File: src/rtl/isv_defines.vh
// constants for the interrupt source and vector logic
`ifndef ISV_DEFINES_VH
`define ISV_DEFINES_VH
`define ISV_OFS_CTRL 8'h00
`define ISV_OFS_SENSE 8'h04
`define ISV_OFS_ENABLE 8'h08
`define ISV_OFS_STATUS 8'h0C
`define ISV_OFS_PRIOA 8'h10
`define ISV_OFS_PRIOB 8'h14
`define ISV_OFS_PRIOC 8'h18
`define ISV_OFS_DTCEN 8'h1C
`define ISV_OFS_INTSTAT 8'h20
`define ISV_OFS_INTMASK 8'h24
`define ISV_CTRL_EDGE_BIT 0
`define ISV_CTRL_MODE_BIT 1
`define ISV_SENSE_LOW 2'b00
`define ISV_SENSE_FALL 2'b01
`define ISV_SENSE_RISE 2'b10
`define ISV_SENSE_BOTH 2'b11
`define ISV_SENSE_RESET 12'h000
`define ISV_PRIO_RESET 8'h77
`define ISV_NMI_VECTOR 8'h07
`define ISV_PIN0_VECTOR 8'h10
`define ISV_WDT_VECTOR 8'h19
`define ISV_ADC_VECTOR 8'h1C
`define ISV_TPU0_VECTOR 8'h20
`define ISV_SCI0_VECTOR 8'h50
`define ISV_NMI_LEVEL 3'h7
`define ISV_NUM_PINS 6
`define ISV_NUM_PERIPH 11
`define ISV_NUM_SRC 18
`endif

File: src/rtl/isv_controller.v
// interrupt source collection, vector assignment and priority resolution
//
// Register access over APB and the register offsets are this design's own decisions.
`timescale 1ns/10ps
`include "isv_defines.vh"

module isv_controller (
	// clock and reset
	input wire mclk,
	input wire rst,
	// apb slave
	input wire psel,
	input wire penable,
	input wire pwrite,
	input wire [7:0] paddr,
	input wire [31:0] pwdata,
	output reg [31:0] prdata,
	output wire pready,
	output wire pslverr,
	// external pins
	input wire nmiPin,
	input wire [5:0] extRequestPins,
	// on-chip peripheral flag and enable pairs
	input wire [10:0] periphFlag,
	input wire [10:0] periphEnable,
	// cpu side
	output reg cpuReqValid,
	output reg cpuReqNmi,
	output reg [7:0] cpuReqVector,
	output reg [15:0] cpuReqAddr,
	output reg [2:0] cpuReqLevel,
	input wire cpuAck,
	input wire [7:0] cpuAckVector,
	// transfer controller side
	output reg dtcReqValid,
	output reg [7:0] dtcReqVector,
	input wire dtcDone,
	input wire [7:0] dtcDoneVector,
	input wire transferDisableSelect,
	// standby wake and summary interrupt
	output reg wakeRequest,
	output wire irq
);

	reg [1:0] systemControlReg;
	reg [11:0] pinSenseControl;
	reg [5:0] pinRequestEnable;
	reg [5:0] pinRequestFlag;
	reg [5:0] flagReadArmed;
	reg [7:0] prioA;
	reg [7:0] prioB;
	reg [7:0] prioC;
	reg [16:0] dtcEnable;
	reg [6:0] intStatus;
	reg [6:0] intMask;
	reg nmiPend;
	reg [6:0] sync1;
	reg [6:0] sync2;
	reg [6:0] sync3;
	reg [6:0] pinStable;
	reg [6:0] pinPrev;
	wire [5:0] pinSet;
	wire [5:0] pinClr;
	wire [5:0] next_flag;
	reg [31:0] next_rdata;
	reg bestFound;
	reg [4:0] bestIdx;
	reg [2:0] bestLvl;
	reg dtcFound;
	reg [4:0] dtcIdx;
	reg [2:0] lvl;
	wire nmiEdge;
	wire [17:0] reqVec;
	wire [17:0] cpuCand;
	wire [16:0] dtcCand;
	wire apbWrite;
	wire apbRead;
	wire mapped;
	integer k;
	integer j;
	genvar g;

	// vector number of each source, in default order
	function [7:0] srcVec;
		input [4:0] idx;
		begin
			if (idx == 5'd0)
				srcVec = `ISV_NMI_VECTOR;
			else if (idx <= 5'd6)
				srcVec = `ISV_PIN0_VECTOR + {3'b000, idx} - 8'h01;
			else if (idx == 5'd7)
				srcVec = `ISV_WDT_VECTOR;
			else if (idx == 5'd8)
				srcVec = `ISV_ADC_VECTOR;
			else if (idx <= 5'd13)
				srcVec = `ISV_TPU0_VECTOR + {3'b000, idx} - 8'h09;
			else
				srcVec = `ISV_SCI0_VECTOR + {3'b000, idx} - 8'h0E;
		end
	endfunction

	// programmed level of each source; pins 2 and 3, pins 4 and 5, wdt and adc each share one field; all five tpu and four sci sources share one more
	function [2:0] srcLevel;
		input [4:0] idx;
		input [7:0] pa;
		input [7:0] pb;
		input [7:0] pc;
		begin
			case (idx)
				5'd1: srcLevel = pa[6:4];
				5'd2: srcLevel = pa[2:0];
				5'd3, 5'd4: srcLevel = pb[6:4];
				5'd5, 5'd6: srcLevel = pb[2:0];
				5'd7, 5'd8: srcLevel = pc[6:4];
				default: srcLevel = pc[2:0];
			endcase
		end
	endfunction

	assign apbWrite = psel && penable && pwrite;
	assign apbRead = psel && penable && !pwrite;
	assign pready = 1'b1;
	assign mapped = (paddr[1:0] == 2'b00) && (paddr <= `ISV_OFS_INTMASK);
	assign pslverr = psel && penable && !mapped;

	// three-stage synchroniser; only an agreed level is taken
	always @(posedge mclk)
	begin
		if (rst)
		begin
			sync1 <= 7'h7F;
			sync2 <= 7'h7F;
			sync3 <= 7'h7F;
			pinStable <= 7'h7F;
			pinPrev <= 7'h7F;
		end
		else
		begin
			sync1 <= {extRequestPins, nmiPin};
			sync2 <= sync1;
			sync3 <= sync2;
			// a bit moves only where stages two and three agree
			pinStable <= (pinStable & (sync2 ^ sync3)) | (sync3 & ~(sync2 ^ sync3));
			pinPrev <= pinStable;
		end
	end

	assign nmiEdge = systemControlReg[`ISV_CTRL_EDGE_BIT] ? (pinStable[0] && !pinPrev[0]) :
		(!pinStable[0] && pinPrev[0]);

	// does the selected sense condition hold for one pin
	function senseHit;
		input [1:0] code;
		input prevLvl;
		input nowLvl;
		begin
			case (code)
				`ISV_SENSE_LOW: senseHit = !nowLvl;
				`ISV_SENSE_FALL: senseHit = prevLvl && !nowLvl;
				`ISV_SENSE_RISE: senseHit = !prevLvl && nowLvl;
				default: senseHit = prevLvl ^ nowLvl;
			endcase
		end
	endfunction

	// handler address word: vector number times four, low 16 bits
	function [15:0] vecAddr;
		input [7:0] vec;
		begin
			vecAddr = {6'b00_0000, vec, 2'b00};
		end
	endfunction

	// per-pin flag set and clear terms
	generate
		for (g = 0; g < `ISV_NUM_PINS; g = g + 1)
		begin : gPinFlag
			// source index of this pin in default order
			localparam [4:0] srcIdx = g + 1;
			wire swClear;
			wire cpuClear;
			wire dtcClear;
			assign pinSet[g] = senseHit(pinSenseControl[2*g +: 2], pinPrev[g+1], pinStable[g+1]);
			// software clear needs an earlier read of one
			assign swClear = apbWrite && (paddr == `ISV_OFS_STATUS) && !pwdata[g] && flagReadArmed[g];
			// level sense clears on cpu handling only once the pin is high
			assign cpuClear = cpuAck && (cpuAckVector == srcVec(srcIdx)) &&
				((pinSenseControl[2*g +: 2] != `ISV_SENSE_LOW) || pinStable[g+1]);
			assign dtcClear = dtcDone && (dtcDoneVector == srcVec(srcIdx)) && !transferDisableSelect;
			assign pinClr[g] = swClear || cpuClear || dtcClear;
			// set wins, so an event in the clear cycle is never lost
			assign next_flag[g] = pinSet[g] || (pinRequestFlag[g] && !pinClr[g]);
		end
	endgenerate

	// request vector in default order: nmi, pins, peripherals
	assign reqVec = {periphFlag & periphEnable, pinRequestFlag & pinRequestEnable, nmiPend};
	assign cpuCand = reqVec & ~{dtcEnable, 1'b0};
	assign dtcCand = reqVec[17:1] & dtcEnable;

	// arbitration: higher level wins, ascending scan keeps lower vector on a tie
	always @*
	begin
		bestFound = 1'b0;
		bestIdx = 5'd0;
		bestLvl = 3'd0;
		lvl = 3'd0;
		for (k = 1; k < `ISV_NUM_SRC; k = k + 1)
		begin
			lvl = systemControlReg[`ISV_CTRL_MODE_BIT] ? srcLevel(k[4:0], prioA, prioB, prioC) : 3'd0;
			if (cpuCand[k] && (!bestFound || lvl > bestLvl))
			begin
				bestFound = 1'b1;
				bestIdx = k[4:0];
				bestLvl = lvl;
			end
		end
		if (nmiPend)
		begin
			bestFound = 1'b1;
			bestIdx = 5'd0;
			bestLvl = `ISV_NMI_LEVEL;
		end
	end

	// transfer controller takes the lowest enabled source; no level or mask involved
	always @*
	begin
		dtcFound = 1'b0;
		dtcIdx = 5'd1;
		for (j = 1; j < `ISV_NUM_SRC; j = j + 1)
		begin
			if (dtcCand[j-1] && !dtcFound)
			begin
				dtcFound = 1'b1;
				dtcIdx = j[4:0];
			end
		end
	end

	// read data mux, captured in the setup cycle
	always @*
	begin
		case (paddr)
			`ISV_OFS_CTRL: next_rdata = {30'h0000_0000, systemControlReg};
			`ISV_OFS_SENSE: next_rdata = {20'h0_0000, pinSenseControl};
			`ISV_OFS_ENABLE: next_rdata = {26'h000_0000, pinRequestEnable};
			`ISV_OFS_STATUS: next_rdata = {26'h000_0000, pinRequestFlag};
			`ISV_OFS_PRIOA: next_rdata = {24'h00_0000, prioA};
			`ISV_OFS_PRIOB: next_rdata = {24'h00_0000, prioB};
			`ISV_OFS_PRIOC: next_rdata = {24'h00_0000, prioC};
			`ISV_OFS_DTCEN: next_rdata = {15'h0000, dtcEnable};
			`ISV_OFS_INTSTAT: next_rdata = {25'h000_0000, intStatus};
			`ISV_OFS_INTMASK: next_rdata = {25'h000_0000, intMask};
			default: next_rdata = 32'h0000_0000;
		endcase
	end

	// read data is captured in the setup cycle and stands through the access
	always @(posedge mclk)
	begin
		if (rst)
			prdata <= 32'h0000_0000;
		else if (psel && !penable)
			prdata <= next_rdata;
	end

	// flags, pending nmi and event status
	always @(posedge mclk)
	begin
		if (rst)
		begin
			pinRequestFlag <= 6'h00;
			flagReadArmed <= 6'h00;
			intStatus <= 7'h00;
			nmiPend <= 1'b0;
		end
		else
		begin
			pinRequestFlag <= next_flag;
			// a set arriving with the ack keeps nmi pending
			nmiPend <= nmiEdge || (nmiPend && !(cpuAck && cpuAckVector == `ISV_NMI_VECTOR));
			// clear of a status bit loses against a new event
			intStatus <= {pinSet & ~pinRequestFlag, nmiEdge} |
				(intStatus & ~((apbWrite && paddr == `ISV_OFS_INTSTAT) ? pwdata[6:0] : 7'h00));
			// arm only bits the captured read showed as one
			if (apbRead && paddr == `ISV_OFS_STATUS)
				flagReadArmed <= flagReadArmed | (prdata[5:0] & pinRequestFlag);
			else if (apbWrite && paddr == `ISV_OFS_STATUS)
				flagReadArmed <= flagReadArmed & pwdata[5:0];
		end
	end

	// software configuration registers
	always @(posedge mclk)
	begin
		if (rst)
		begin
			systemControlReg <= 2'b00;
			pinSenseControl <= `ISV_SENSE_RESET;
			pinRequestEnable <= 6'h00;
			prioA <= `ISV_PRIO_RESET;
			prioB <= `ISV_PRIO_RESET;
			prioC <= `ISV_PRIO_RESET;
			dtcEnable <= 17'h0_0000;
			intMask <= 7'h00;
		end
		else
		begin
			if (apbWrite)
			begin
				case (paddr)
					`ISV_OFS_CTRL: systemControlReg <= pwdata[1:0];
					`ISV_OFS_SENSE: pinSenseControl <= pwdata[11:0];
					`ISV_OFS_ENABLE: pinRequestEnable <= pwdata[5:0];
					`ISV_OFS_PRIOA: prioA <= pwdata[7:0] & 8'h77;
					`ISV_OFS_PRIOB: prioB <= pwdata[7:0] & 8'h77;
					`ISV_OFS_PRIOC: prioC <= pwdata[7:0] & 8'h77;
					`ISV_OFS_DTCEN: dtcEnable <= pwdata[16:0];
					`ISV_OFS_INTMASK: intMask <= pwdata[6:0];
					default: ;
				endcase
			end
		end
	end

	// registered request outputs; one cycle behind the pending state
	always @(posedge mclk)
	begin
		if (rst)
		begin
			cpuReqValid <= 1'b0;
			cpuReqNmi <= 1'b0;
			cpuReqVector <= 8'h00;
			cpuReqAddr <= 16'h0000;
			cpuReqLevel <= 3'd0;
			dtcReqValid <= 1'b0;
			dtcReqVector <= 8'h00;
			wakeRequest <= 1'b0;
		end
		else
		begin
			cpuReqValid <= bestFound;
			cpuReqNmi <= nmiPend;
			cpuReqVector <= srcVec(bestIdx);
			cpuReqAddr <= vecAddr(srcVec(bestIdx));
			cpuReqLevel <= bestLvl;
			dtcReqValid <= dtcFound;
			dtcReqVector <= srcVec(dtcIdx);
			wakeRequest <= nmiPend || |(pinRequestFlag & pinRequestEnable);
		end
	end

	assign irq = |(intStatus & intMask);

endmodule // isv_controller

File: config.mk
export PLATFORM = sky130hd
export DESIGN_NAME = isv_controller
export DESIGN_NICKNAME = d
export VERILOG_FILES = /design/src/rtl/isv_controller.v
export VERILOG_INCLUDE_DIRS = /design/src /design/src/rtl
export SDC_FILE = /design/constraint.sdc
export NUM_CORES = 1
export LEC_CHECK = 0
export BUFFER_PORTS_ARGS = -buffer_cell sky130_fd_sc_hd__buf_4
export CORE_MARGIN = 2
export CORE_UTILIZATION = 35
export CTS_CLUSTER_DIAMETER = 200
export DETAILED_ROUTE_END_ITERATION = 16
export GPL_TIMING_DRIVEN = 0
export PLACE_DENSITY_LB_ADDON = 0.12
export SYNTH_ARGS = -nofsm -noshare
export SYNTH_HDL_FRONTEND = slang
export SYNTH_SLANG_ARGS = --single-unit
File: constraint.sdc
create_clock -name mclk -period 23.1 [get_ports mclk]
set_input_delay 3.465 -clock mclk [delete_from_list [all_inputs] [get_ports mclk]]
set_output_delay 3.465 -clock mclk [all_outputs]
set_load 0.01 [all_outputs]
==> results.md, run 1 <==
- GR peak layer: met2
- Post-route ant nets: 0
- Grt met2 use: 40.3%
- Post-synth top area share: 31.0%
- Slack of the worst reg-to-reg path: 0.77 ns
- Period minus WS final: 22.33 ns
- Reg2reg start: systemControlReg[1]$_SDFFE_PP0P_
- DR iter-0 viols: 773
- Die ar.: 0.0299 mm^2
- CTS sink cnt: 155
- Total core area: 0.0279 mm^2
- Netlist cell types: 78
- FF-to-FF path depth: 125
- CP required: 23.41 ns
- Area post-placement: 0.0115 mm^2
- Layout Nets: 1,685
- Clk_lat worst skew: 0.44 ns
- Critical path's most frequent cell: ha_1
- Final worst path period share: 96.7%
- Ys flop type: dfxtp_1
- Critical path origin: systemControlReg[1]$_SDFFE_PP0P_
- Yosys top cell by area: dfxtp_1
- Dpl hpwl: 27.5 mm
- Synth Register Bits: 155
- Final setup viols: 0
- Crit-path slowest cell: a2111o_1
- CP arrival: 22.64 ns
- Fmax: 0.0448 GHz
- HP Class: reg -> reg
- Rows: 61
- Total GRT Usage: 23.8%
- CP endpoint kind: flop
- PortBufs: 121
- Number of global-route vias before repair: 9,749
- Initial Utilization: 35.8%
- # hold bufs at CTS: 0
- Grt ovf: 0
- Antenna violations before repair: 0
- Largest net degree at the start of global routing: 19
- Ys Warns: 0
- Drt via density: 5.55
- CTS Buf Count: 17
- Max-Cap Viols: 0
- Detailed Routing Iterations Pass 1: 6
- Via count: 10,600
- Layout Cell Area excl Fill: 0.0131 mm^2
- Worst setup SP type: flop
- Register area share after synthesis: 31.0%
- Skew final: 0.0199 ns
- Area Overhead vs Synth: 30.9%
- Status: complete, no violations
- Power Density: 54.2 mW/mm^2
- Critical path's largest stage delay: 0.45 ns
- Slew Viols, Final: 0
- Routability Congestion: 0.930
- Worst R2R End: cpuReqAddr[4]$_SDFF_PP0_
- Synth cell count leaders: 167 x nand2_1, 155 x dfxtp_1, 110 x a21oi_1
- CTS clk-pin slew, worst paths: 0.08 ns
- Setup TNS: 0 ns
- Crit path to: cpuReqAddr[4]$_SDFF_PP0_
- WS Path Type: reg -> reg
- Die H: 173 um
- Synth area leaders: dfxtp_1 31%, ha_1 9.8%, nand2_1 6.3%
- Worst slew margin: 27.2%
- Most numerous cell in the Yosys netlist: nand2_1
- Io pins: 167
- GR Layer Usage met3: 3.36%
- Synth Instances: 1,282
- Post-synth design cell area: 0.0100 mm^2
- EDFF count, synth: 0
- Peak supply drop: 0.0453 mV
- CTS H-tree lvls: 4
- Share of cells above drive strength 1: 25.7%
- First-pass GRT wire length: 55.8 mm
- Final hold viol count: 0
- Wire per inst: 19.5 um
- Critical Path Fanout Max: 10
- Worst-Margin Slew: 1.09 ns
- Met1 usage: 31.5%
- Clock root buffer: clkbuf_16
- Syn_area_per_cell: 7.80 um^2
- CTS tree: built
- Maximum clock insertion buffer count: 2
- Async SR Flop Fraction: 0%
- Chip width: 173 um
- Total Wirelength: 37.2 mm
- Number of remaining DRC errors: 0
- Pleak: 0.00546 uW
==> through the flow <==
| stage | instances | setup WS [ns] | power (uW) | util (%) | hold WS, ns |
|---|---|---|---|---|---|
| 4_1_cts | 1849 | 0.0140 | 698 | 44.4 | 0.407 |
| 2_1_floorplan | 1307 | 0.444 | 358 | - | 0.389 |
| 3_5_place_dp | 1806 | -4.25 | 405 | 41.1 | 0.394 |
| 6_report | 1906 | 0.771 | 709 | 46.9 | 0.413 |
| 5_1_grt | 1905 | -0.250 | 738 | 46.9 | 0.416 |
| 3_3_place_gp | 1806 | -4.01 | 405 | 41.1 | 0.391 |
==> worst max-delay path: cells and delay by family (launching register included) <==
kind | cells | cell delay (ns)
AO/OA/AOI/OAI | 49 | 8.62
flip-flops | 1 | 0.36
multiplexers | 8 | 1.37
adder cells (fa/ha/maj) | 17 | 4.85
buffers and inverters | 15 | 2.09
AND/OR/NAND/NOR | 36 | 4.88
==> layout by cell type, fill, tap and decap left out, types with 12 or more instances in the layout <==
cell type	synthesis	layout
a31oi_1	33	28
nor2_1	106	101
conb_1	2	27
a22oi_1	22	20
inv_1	45	42
o21ai_2	0	12
nand2_1	167	163
a222oi_1	12	12
and3_1	14	14
nand3b_1	14	14
buf_4	35	223
and3b_1	16	15
nor2b_1	14	14
o21a_1	21	18
nand3_1	74	73
clkbuf_16	0	17
dfxtp_1	155	152
nand2b_1	14	12
mux2i_1	18	17
or2_2	34	32
a21oi_1	110	103
ha_1	78	71
and2_1	15	13
o21ai_0	57	42
nor3_1	18	15
clkbuf_1	52	47
==> where the power goes <==
part | switching [uW] | internal [uW]
Combinational | 74.5 | 70.6
Clock | 141 | 146
Sequential | 3.76 | 273
Total | 219 | 490
==> state kept, by name, summed over array words and instances (netlist names), 2 cells and up, named ones only <==
register / cells
sync2: 7
sync1: 7
pinPrev: 7
intMask: 7
dtcReqVector: 7
intStatus: 7
pinSenseControl: 12
cpuReqLevel: 3
pinRequestEnable: 6
dtcEnable: 17
cpuReqAddr: 7
sync3: 7
prdata: 17
flagReadArmed: 6
pinRequestFlag: 6
prioB: 6
systemControlReg: 2
prioC: 6
prioA: 6
==> cells by family (layout without fill, tap and decap cells) <==
logic type	count (synthesis)	after routing	synth area share, %
AND/OR/NAND/NOR	529	529	26.4
other	2	28	0.0751
buffers and inverters	138	358	6.74
AO/OA/AOI/OAI	354	354	23.4
XOR/XNOR	3	3	0.263
flip-flops	155	155	31.0
multiplexers	23	23	2.36
adder cells (fa/ha/maj)	78	78	9.76
==> timing repair <==
action | in CTS | in global routing
pin swaps | 14 | 52
setup endpoints to repair | 10 | 9
setup buffers | 12 | 56
hold endpoints to repair | 0 | 0
resized for setup | 63 | 71
==> per-layer routing <==
| layer | wire length, um | up-vias |
|---|---|---|
| li1 | - | 5064 |
| met1 | 16500 | 5077 |
| met2 | 17800 | 387 |
| met3 | 2180 | 46 |
| met4 | 767 | 0 |
| met5 | 0 | - |
==> worst min path at each step <==
stage,to,cells past startpoint,startpoint,slack [ns]
after floorplan,sync2[0]$_SDFF_PP1_,1,sync1[0]$_SDFF_PP1_,0.39
after global placement,sync2[4]$_SDFF_PP1_,1,sync1[4]$_SDFF_PP1_,0.39
after detailed placement,sync2[6]$_SDFF_PP1_,1,sync1[6]$_SDFF_PP1_,0.39
after CTS,sync2[6]$_SDFF_PP1_,1,sync1[6]$_SDFF_PP1_,0.41
after global routing,sync2[6]$_SDFF_PP1_,1,sync1[6]$_SDFF_PP1_,0.42
final,sync2[6]$_SDFF_PP1_,1,sync1[6]$_SDFF_PP1_,0.41
==> cell type report <==
cell class,count,area (um^2)
diodes,1,2.50
plain buffers,92,556
clock buffers,17,425
clock inverters,15,171
fillers,2811,14800
inverters,45,169
multi-input cells,1014,6770
flip-flops and latches,155,3110
well taps,378,473
repair buffers,189,1420
Power figures use the tool's default switching activity.
==> inputs of run 2 (changes only) <==
--- a/config.mk
+++ b/config.mk
@@ -7,7 +7,7 @@
 export NUM_CORES = 1
 export LEC_CHECK = 0
 export BUFFER_PORTS_ARGS = -buffer_cell sky130_fd_sc_hd__buf_4
-export CORE_MARGIN = 2
+export CORE_MARGIN = 3
 export CORE_UTILIZATION = 35
 export CTS_CLUSTER_DIAMETER = 200
 export DETAILED_ROUTE_END_ITERATION = 16
==> results.md, run 2 (same netlist as run 1, synthesis figures left out) <==
- Final setup viols: 0 (unchanged)
- HP Class: reg -> reg
- Grt ovf: 0 (unchanged)
- Total Wirelength: 36.4 mm (-2.2%)
- Routability Congestion: 0.935 (+0.51%)
- ANT cells: 0 (-1)
- Wire per inst: 19.1 um (-2.0%)
- Power Total: 710 uW (about the same)
- Switch Pwr: 218 uW (-0.61%)
- GR peak layer: met2
- Setup ws final: 0.984 ns (+0.213 ns)
- CTS tree: built
- CP endpoint kind: flop
- Largest net degree at the start of global routing: 20 (+1)
- Via count: 10,400 (-1.8%)
- Layout Cell Area excl Fill: 0.0131 mm^2 (-0.16%)
- Critical path's largest stage delay: 0.39 ns (-0.06 ns)
- Hold_ws: 0.411 ns (-0.00214 ns)
- Commonest non-fill, non-tap cell in the layout: buf_4
- CP arrival: 22.44 ns (-0.20 ns)
- Area post-placement: 0.0115 mm^2 (about the same)
- CTS H-tree lvls: 4 (unchanged)
- Total GRT Usage: 22.8% (-0.94 points)
- Internal power: 492 uW (+0.34%)
- Setup TNS: 0 ns (unchanged)
- Clock root buffer: clkbuf_16
- Drt via density: 5.46 (-1.5%)
- Combinational power share: 20.4% (about the same)
- Maximum clock insertion buffer count: 2 (unchanged)
- Flop pwr share: 39.0% (about the same)
- Chip width: 175 um (+1.2%)
- Layout Nets: 1,681 (-0.24%)
- Status: complete, no violations
- Pleak: 0.00546 uW (-0.12%)
- PortBufs: 121 (unchanged)
- WS Path Type: reg -> reg
- Peak supply drop: 0.0489 mV (+7.9%)
- Power Density: 54.3 mW/mm^2 (+0.21%)
- Die H: 175 um (+1.2%)
- Final hold viol count: 0 (unchanged)
- Period minus WS final: 22.12 ns (-0.213 ns)
- Skew final: 0.0170 ns (-0.00288 ns)
- Commonest non-fill, non-tap cells in the layout: 217 x buf_4, 163 x nand2_1, 151 x dfxtp_1, 104 x a21oi_1, 103 x nor2_1
- Clk_lat worst skew: 0.44 ns (about the same)
- Worst setup SP type: flop
- Clock network power share: 40.6% (about the same)
- Critical path's most frequent cell: ha_1
- Share of cells above drive strength 1: 25.2% (-0.52 points)
- Met1 usage: 30.2% (-1.3 points)
- Worst slew margin: 26.2% (-1.0 points)
- Critical Path Fanout Max: 10 (unchanged)
- Max-Cap Viols: 0 (unchanged)
- Final worst path period share: 95.7% (-0.92 points)
- Number of global-route vias before repair: 9,707 (-0.43%)
- CTS clk-pin slew, worst paths: 0.08 ns (about the same)
- First-pass GRT wire length: 54.8 mm (-1.7%)
- Antenna violations before repair: 0 (unchanged)
- Die ar.: 0.0306 mm^2 (+2.3%)
- Post-route ant nets: 0 (unchanged)
- Largest regs: dtcEnable x17, prdata x17, pinSenseControl x12
- CTS Buf Count: 17 (unchanged)
- CTS sink cnt: 155 (unchanged)
- Setup WS pre-CTS: -4.00 ns (+0.246 ns)
- Fmax: 0.0452 GHz (+0.96%)
- Area Overhead vs Synth: 30.7%
- Number of remaining DRC errors: 0 (unchanged)
- DR iter-0 viols: 983 (+27%)
- CP required: 23.42 ns (about the same)
- Net Sw Frac: 30.7% (-0.20 points)
- Rows: 61 (unchanged)
- Detailed Routing Iterations Pass 1: 6 (unchanged)
- Dpl hpwl: 27.4 mm (-0.15%)
- Total core area: 0.0280 mm^2 (+0.27%)
- Io pins: 167 (unchanged)
- Worst-Margin Slew: 1.11 ns (+0.0156 ns)
- Grt met2 use: 39.5% (-0.83 points)
- Initial Utilization: 35.7% (-0.098 points)
- Slew Viols, Final: 0 (unchanged)
- GR Layer Usage met3: 3.09% (-0.28 points)
- Crit-path slowest cell: ha_1
==> run 2: changes by cell type in the layout (fill, tap and decap cells not counted), sizes merged <==
cell / delta
buf: -5
clkbuf: +1
clkinv: +1
diode: -1
inv: -1
==> run 2: layout make-up <==
class | instances | area, um^2
fillers | 2811 | 14900
multi-input cells | 1014 | 6760
flip-flops and latches | 155 | 3110
repair buffers | 187 | 1420
plain buffers | 90 | 528
well taps | 378 | 473
clock buffers | 17 | 425
clock inverters | 15 | 188
inverters | 45 | 171
==> run 2: timing repair <==
| item | 4_1_cts | 5_1_grt |
|---|---|---|
| hold buffers | 0 | 0 |
| pin swaps | 10 | 55 |
| gates resized for setup | 57 | 65 |
| setup endpoints to repair | 10 | 10 |
| buffers inserted | 11 | 54 |
==> run 2: stage by stage <==
stage / instances / utilization, %
after floorplan: 1307 / -
after global placement: 1806 / 41.0
after detailed placement: 1807 / 41.0
after CTS: 1848 / 44.3
after global routing: 1901 / 46.7
final: 1901 / 46.7
==> run 2: worst paths after layout <==
path                                                 from  slack (ns)                       end  cells past startpoint
worst max register to register  dtcEnable[0]$_SDFFE_PP0P_        0.98  cpuReqAddr[4]$_SDFF_PP0_                    125
worst min register to register        sync1[4]$_SDFF_PP1_        0.41       sync2[4]$_SDFF_PP1_                      1
worst max-delay path            dtcEnable[0]$_SDFFE_PP0P_        0.98  cpuReqAddr[4]$_SDFF_PP0_                    125
worst min-delay path                  sync1[4]$_SDFF_PP1_        0.41       sync2[4]$_SDFF_PP1_                      1
==> run 2: layer usage <==
metal	wire length (um)	vias to the layer above
met2	17700	328
li1	-	5049
met4	612	0
met1	16100	4971
met5	0	-
met3	1980	37
==> run 2: worst max-delay path: cells and delay by family (launching register included) <==
family / cells / cell delay (ns)
AND/OR/NAND/NOR: 36 / 4.78
multiplexers: 9 / 1.60
AO/OA/AOI/OAI: 49 / 8.51
flip-flops: 1 / 0.34
adder cells (fa/ha/maj): 17 / 4.89
buffers and inverters: 14 / 1.79
==> run 2: power groups by stage <==
| stage | Sequential [uW] | Clock [uW] | Combinational, uW |
|---|---|---|---|
| final | 277 | 288 | 145 |
| after global routing | 277 | 304 | 157 |
| after CTS | 277 | 292 | 127 |
| after detailed placement | 283 | 0 | 121 |
| after global placement | 283 | 0 | 121 |
| after floorplan | 284 | 0 | 74.3 |
==> inputs of run 3 (changes only) <==
--- a/config.mk
+++ b/config.mk
@@ -13,6 +13,7 @@
 export DETAILED_ROUTE_END_ITERATION = 16
 export GPL_TIMING_DRIVEN = 0
 export PLACE_DENSITY_LB_ADDON = 0.12
+export RECOVER_POWER = 25
 export SYNTH_ARGS = -nofsm -noshare
 export SYNTH_HDL_FRONTEND = slang
 export SYNTH_SLANG_ARGS = --single-unit
==> results.md, run 3 (same netlist as run 1, synthesis figures left out) <==
- Total GRT Usage: 22.8% (unchanged)
- Share of cells above drive strength 1: 23.3% (-1.9 points)
- Top sig layer: met4
- First-pass GRT wire length: 54.8 mm (unchanged)
- Final worst path period share: 95.8% (+0.10 points)
- Die H: 175 um (unchanged)
- CTS Buf Count: 17 (unchanged)
- WS Path Type: reg -> reg
- Final setup viols: 0 (unchanged)
- CP endpoint kind: flop
- Via count: 10,400 (+0.34%)
- Total core area: 0.0280 mm^2 (unchanged)
- CP arrival: 22.46 ns (+0.02 ns)
- Worst slew margin: 25.5% (-0.69 points)
- PortBufs: 121 (unchanged)
- Initial Utilization: 35.7% (unchanged)
- Area Overhead vs Synth: 29.6%
- CTS H-tree lvls: 4 (unchanged)
- Die ar.: 0.0306 mm^2 (unchanged)
- Crit-path slowest cell: ha_1
- CP required: 23.42 ns (about the same)
- Commonest non-fill, non-tap cells in the layout: 188 x buf_4, 163 x nand2_1, 151 x dfxtp_1, 104 x a21oi_1, 103 x nor2_1
- Worst-Margin Slew: 1.12 ns (+0.0103 ns)
- Worst setup SP type: flop
- Chip width: 175 um (unchanged)
- Setup TNS: 0 ns (unchanged)
- Critical path's most frequent cell: ha_1
- DR WL met3: 1.99 mm (+0.76%)
- Io pins: 167 (unchanged)
- Max-Cap Viols: 0 (unchanged)
- ANT cells: 0 (unchanged)
- HP Class: reg -> reg
- Detailed Routing Iterations Pass 1: 6 (unchanged)
- Wire per inst: 19.2 um (+0.16%)
- FF/Latch Area: 0.00311 mm^2 (unchanged)
- Fmax: 0.0452 GHz (-0.11%)
- Routability Congestion: 0.935 (unchanged)
- FILL cells: 2,831 (+0.71%)
- Commonest non-fill, non-tap cell in the layout: buf_4
- DR iter-0 viols: 987 (+0.41%)
- CTS sink cnt: 155 (unchanged)
- Met1 wire length: 16.1 mm (-0.14%)
- Number of global-route vias before repair: 9,707 (unchanged)
- Reg2reg start: dtcEnable[0]$_SDFFE_PP0P_
- Critical path's largest stage delay: 0.39 ns (about the same)
- Critical path origin: dtcEnable[0]$_SDFFE_PP0P_
- Multi-input logic area: 0.00676 mm^2 (unchanged)
- Layout Cell Area excl Fill: 0.0130 mm^2 (-0.83%)
- Critical path buffer and inverter count: 14 (unchanged)
- Layout Nets: 1,681 (unchanged)
- Hold_ws: 0.411 ns (+0.0000890 ns)
- Final hold viol count: 0 (unchanged)
- Post-Route Utilization: 46.3% (-0.39 points)
- Skew final: 0.0130 ns (-0.00407 ns)
- Period minus WS final: 22.14 ns (+0.0240 ns)
- CTS tree: built
- Peak supply drop: 0.0483 mV (-1.2%)
- Number of remaining DRC errors: 0 (unchanged)
- Clk_lat worst skew: 0.43 ns (about the same)
- Slew Viols, Final: 0 (unchanged)
- Met2 WL post-DR: 17.7 mm (about the same)
- Clock root buffer: clkbuf_16
- Antenna violations before repair: 0 (unchanged)
- Total Wirelength: 36.4 mm (+0.16%)
- Status: complete, no violations
- # hold bufs at CTS: 0 (unchanged)
- Rows: 61 (unchanged)
- Maximum clock insertion buffer count: 2 (unchanged)
- Worst path top cell family by delay: compound AO/OA/AOI/OAI gates
- Worst Hold Launch: sync1[4]$_SDFF_PP1_
- Critical Path Fanout Max: 10 (unchanged)
- Grt ovf: 0 (unchanged)
- Pleak: 0.00533 uW (-2.2%)
- Largest net degree at the start of global routing: 20 (unchanged)
- Drt via density: 5.48 (+0.34%)
- Largest regs: dtcEnable x17, prdata x17, pinSenseControl x12
- Dpl hpwl: 27.4 mm (unchanged)
- CTS clk-pin slew, worst paths: 0.08 ns (about the same)
- Post-route ant nets: 0 (unchanged)
- Area post-placement: 0.0115 mm^2 (unchanged)
- Power Density: 54.5 mW/mm^2 (+0.45%)
run 3: power breakdown:
part | total (uW) | internal (uW) | switching (uW)
Combinational | 142 | 67.8 | 74.1
Clock | 288 | 148 | 141
Sequential | 277 | 273 | 3.60
Total | 707 | 488 | 218
run 3: worst paths after layout:
check	slack [ns]	cells past startpoint	to
worst min-delay path	0.41	1	sync2[4]$_SDFF_PP1_
worst min register to register	0.41	1	sync2[4]$_SDFF_PP1_
worst max register to register	0.96	125	cpuReqAddr[4]$_SDFF_PP0_
worst max-delay path	0.96	125	cpuReqAddr[4]$_SDFF_PP0_
run 3: repair_timing:
item	in CTS	in global routing
setup endpoints to repair	10	10
buffers inserted	11	54
pin swaps	10	55
gates resized for setup	57	65
run 3: metrics by stage:
step	setup WS, ns	power [uW]	cells
after floorplan	0.444	358	1307
after global placement	-3.74	404	1806
after detailed placement	-4.00	404	1807
after CTS	0.0193	696	1848
after global routing	-0.189	734	1901
final	0.960	707	1901
run 3: cell type report:
class | count | area share [%]
Multi-Input combinational cell | 1014 | 52.1
Sequential cell | 155 | 24.0
Timing Repair Buffer | 187 | 10.1
Inverter | 45 | 1.32
Clock buffer | 17 | 3.28
Clock inverter | 15 | 1.45
Tap cell | 378 | 3.65
Buffer | 90 | 4.07
run 3: layer usage:
metal	GRT usage (%)	vias to the layer above
li1	-	5044
met5	0	-
met1	30.2	5005
met3	3.09	40
met4	5.29	0
met2	39.5	331
run 3: worst register-to-register path: cells and delay by family (launching register included):
family                   cells  cell delay [ns]
buffers and inverters       14             1.80
multiplexers                 9             1.60
flip-flops                   1             0.34
AND/OR/NAND/NOR             36             4.80
AO/OA/AOI/OAI               49             8.56
adder cells (fa/ha/maj)     17             4.91
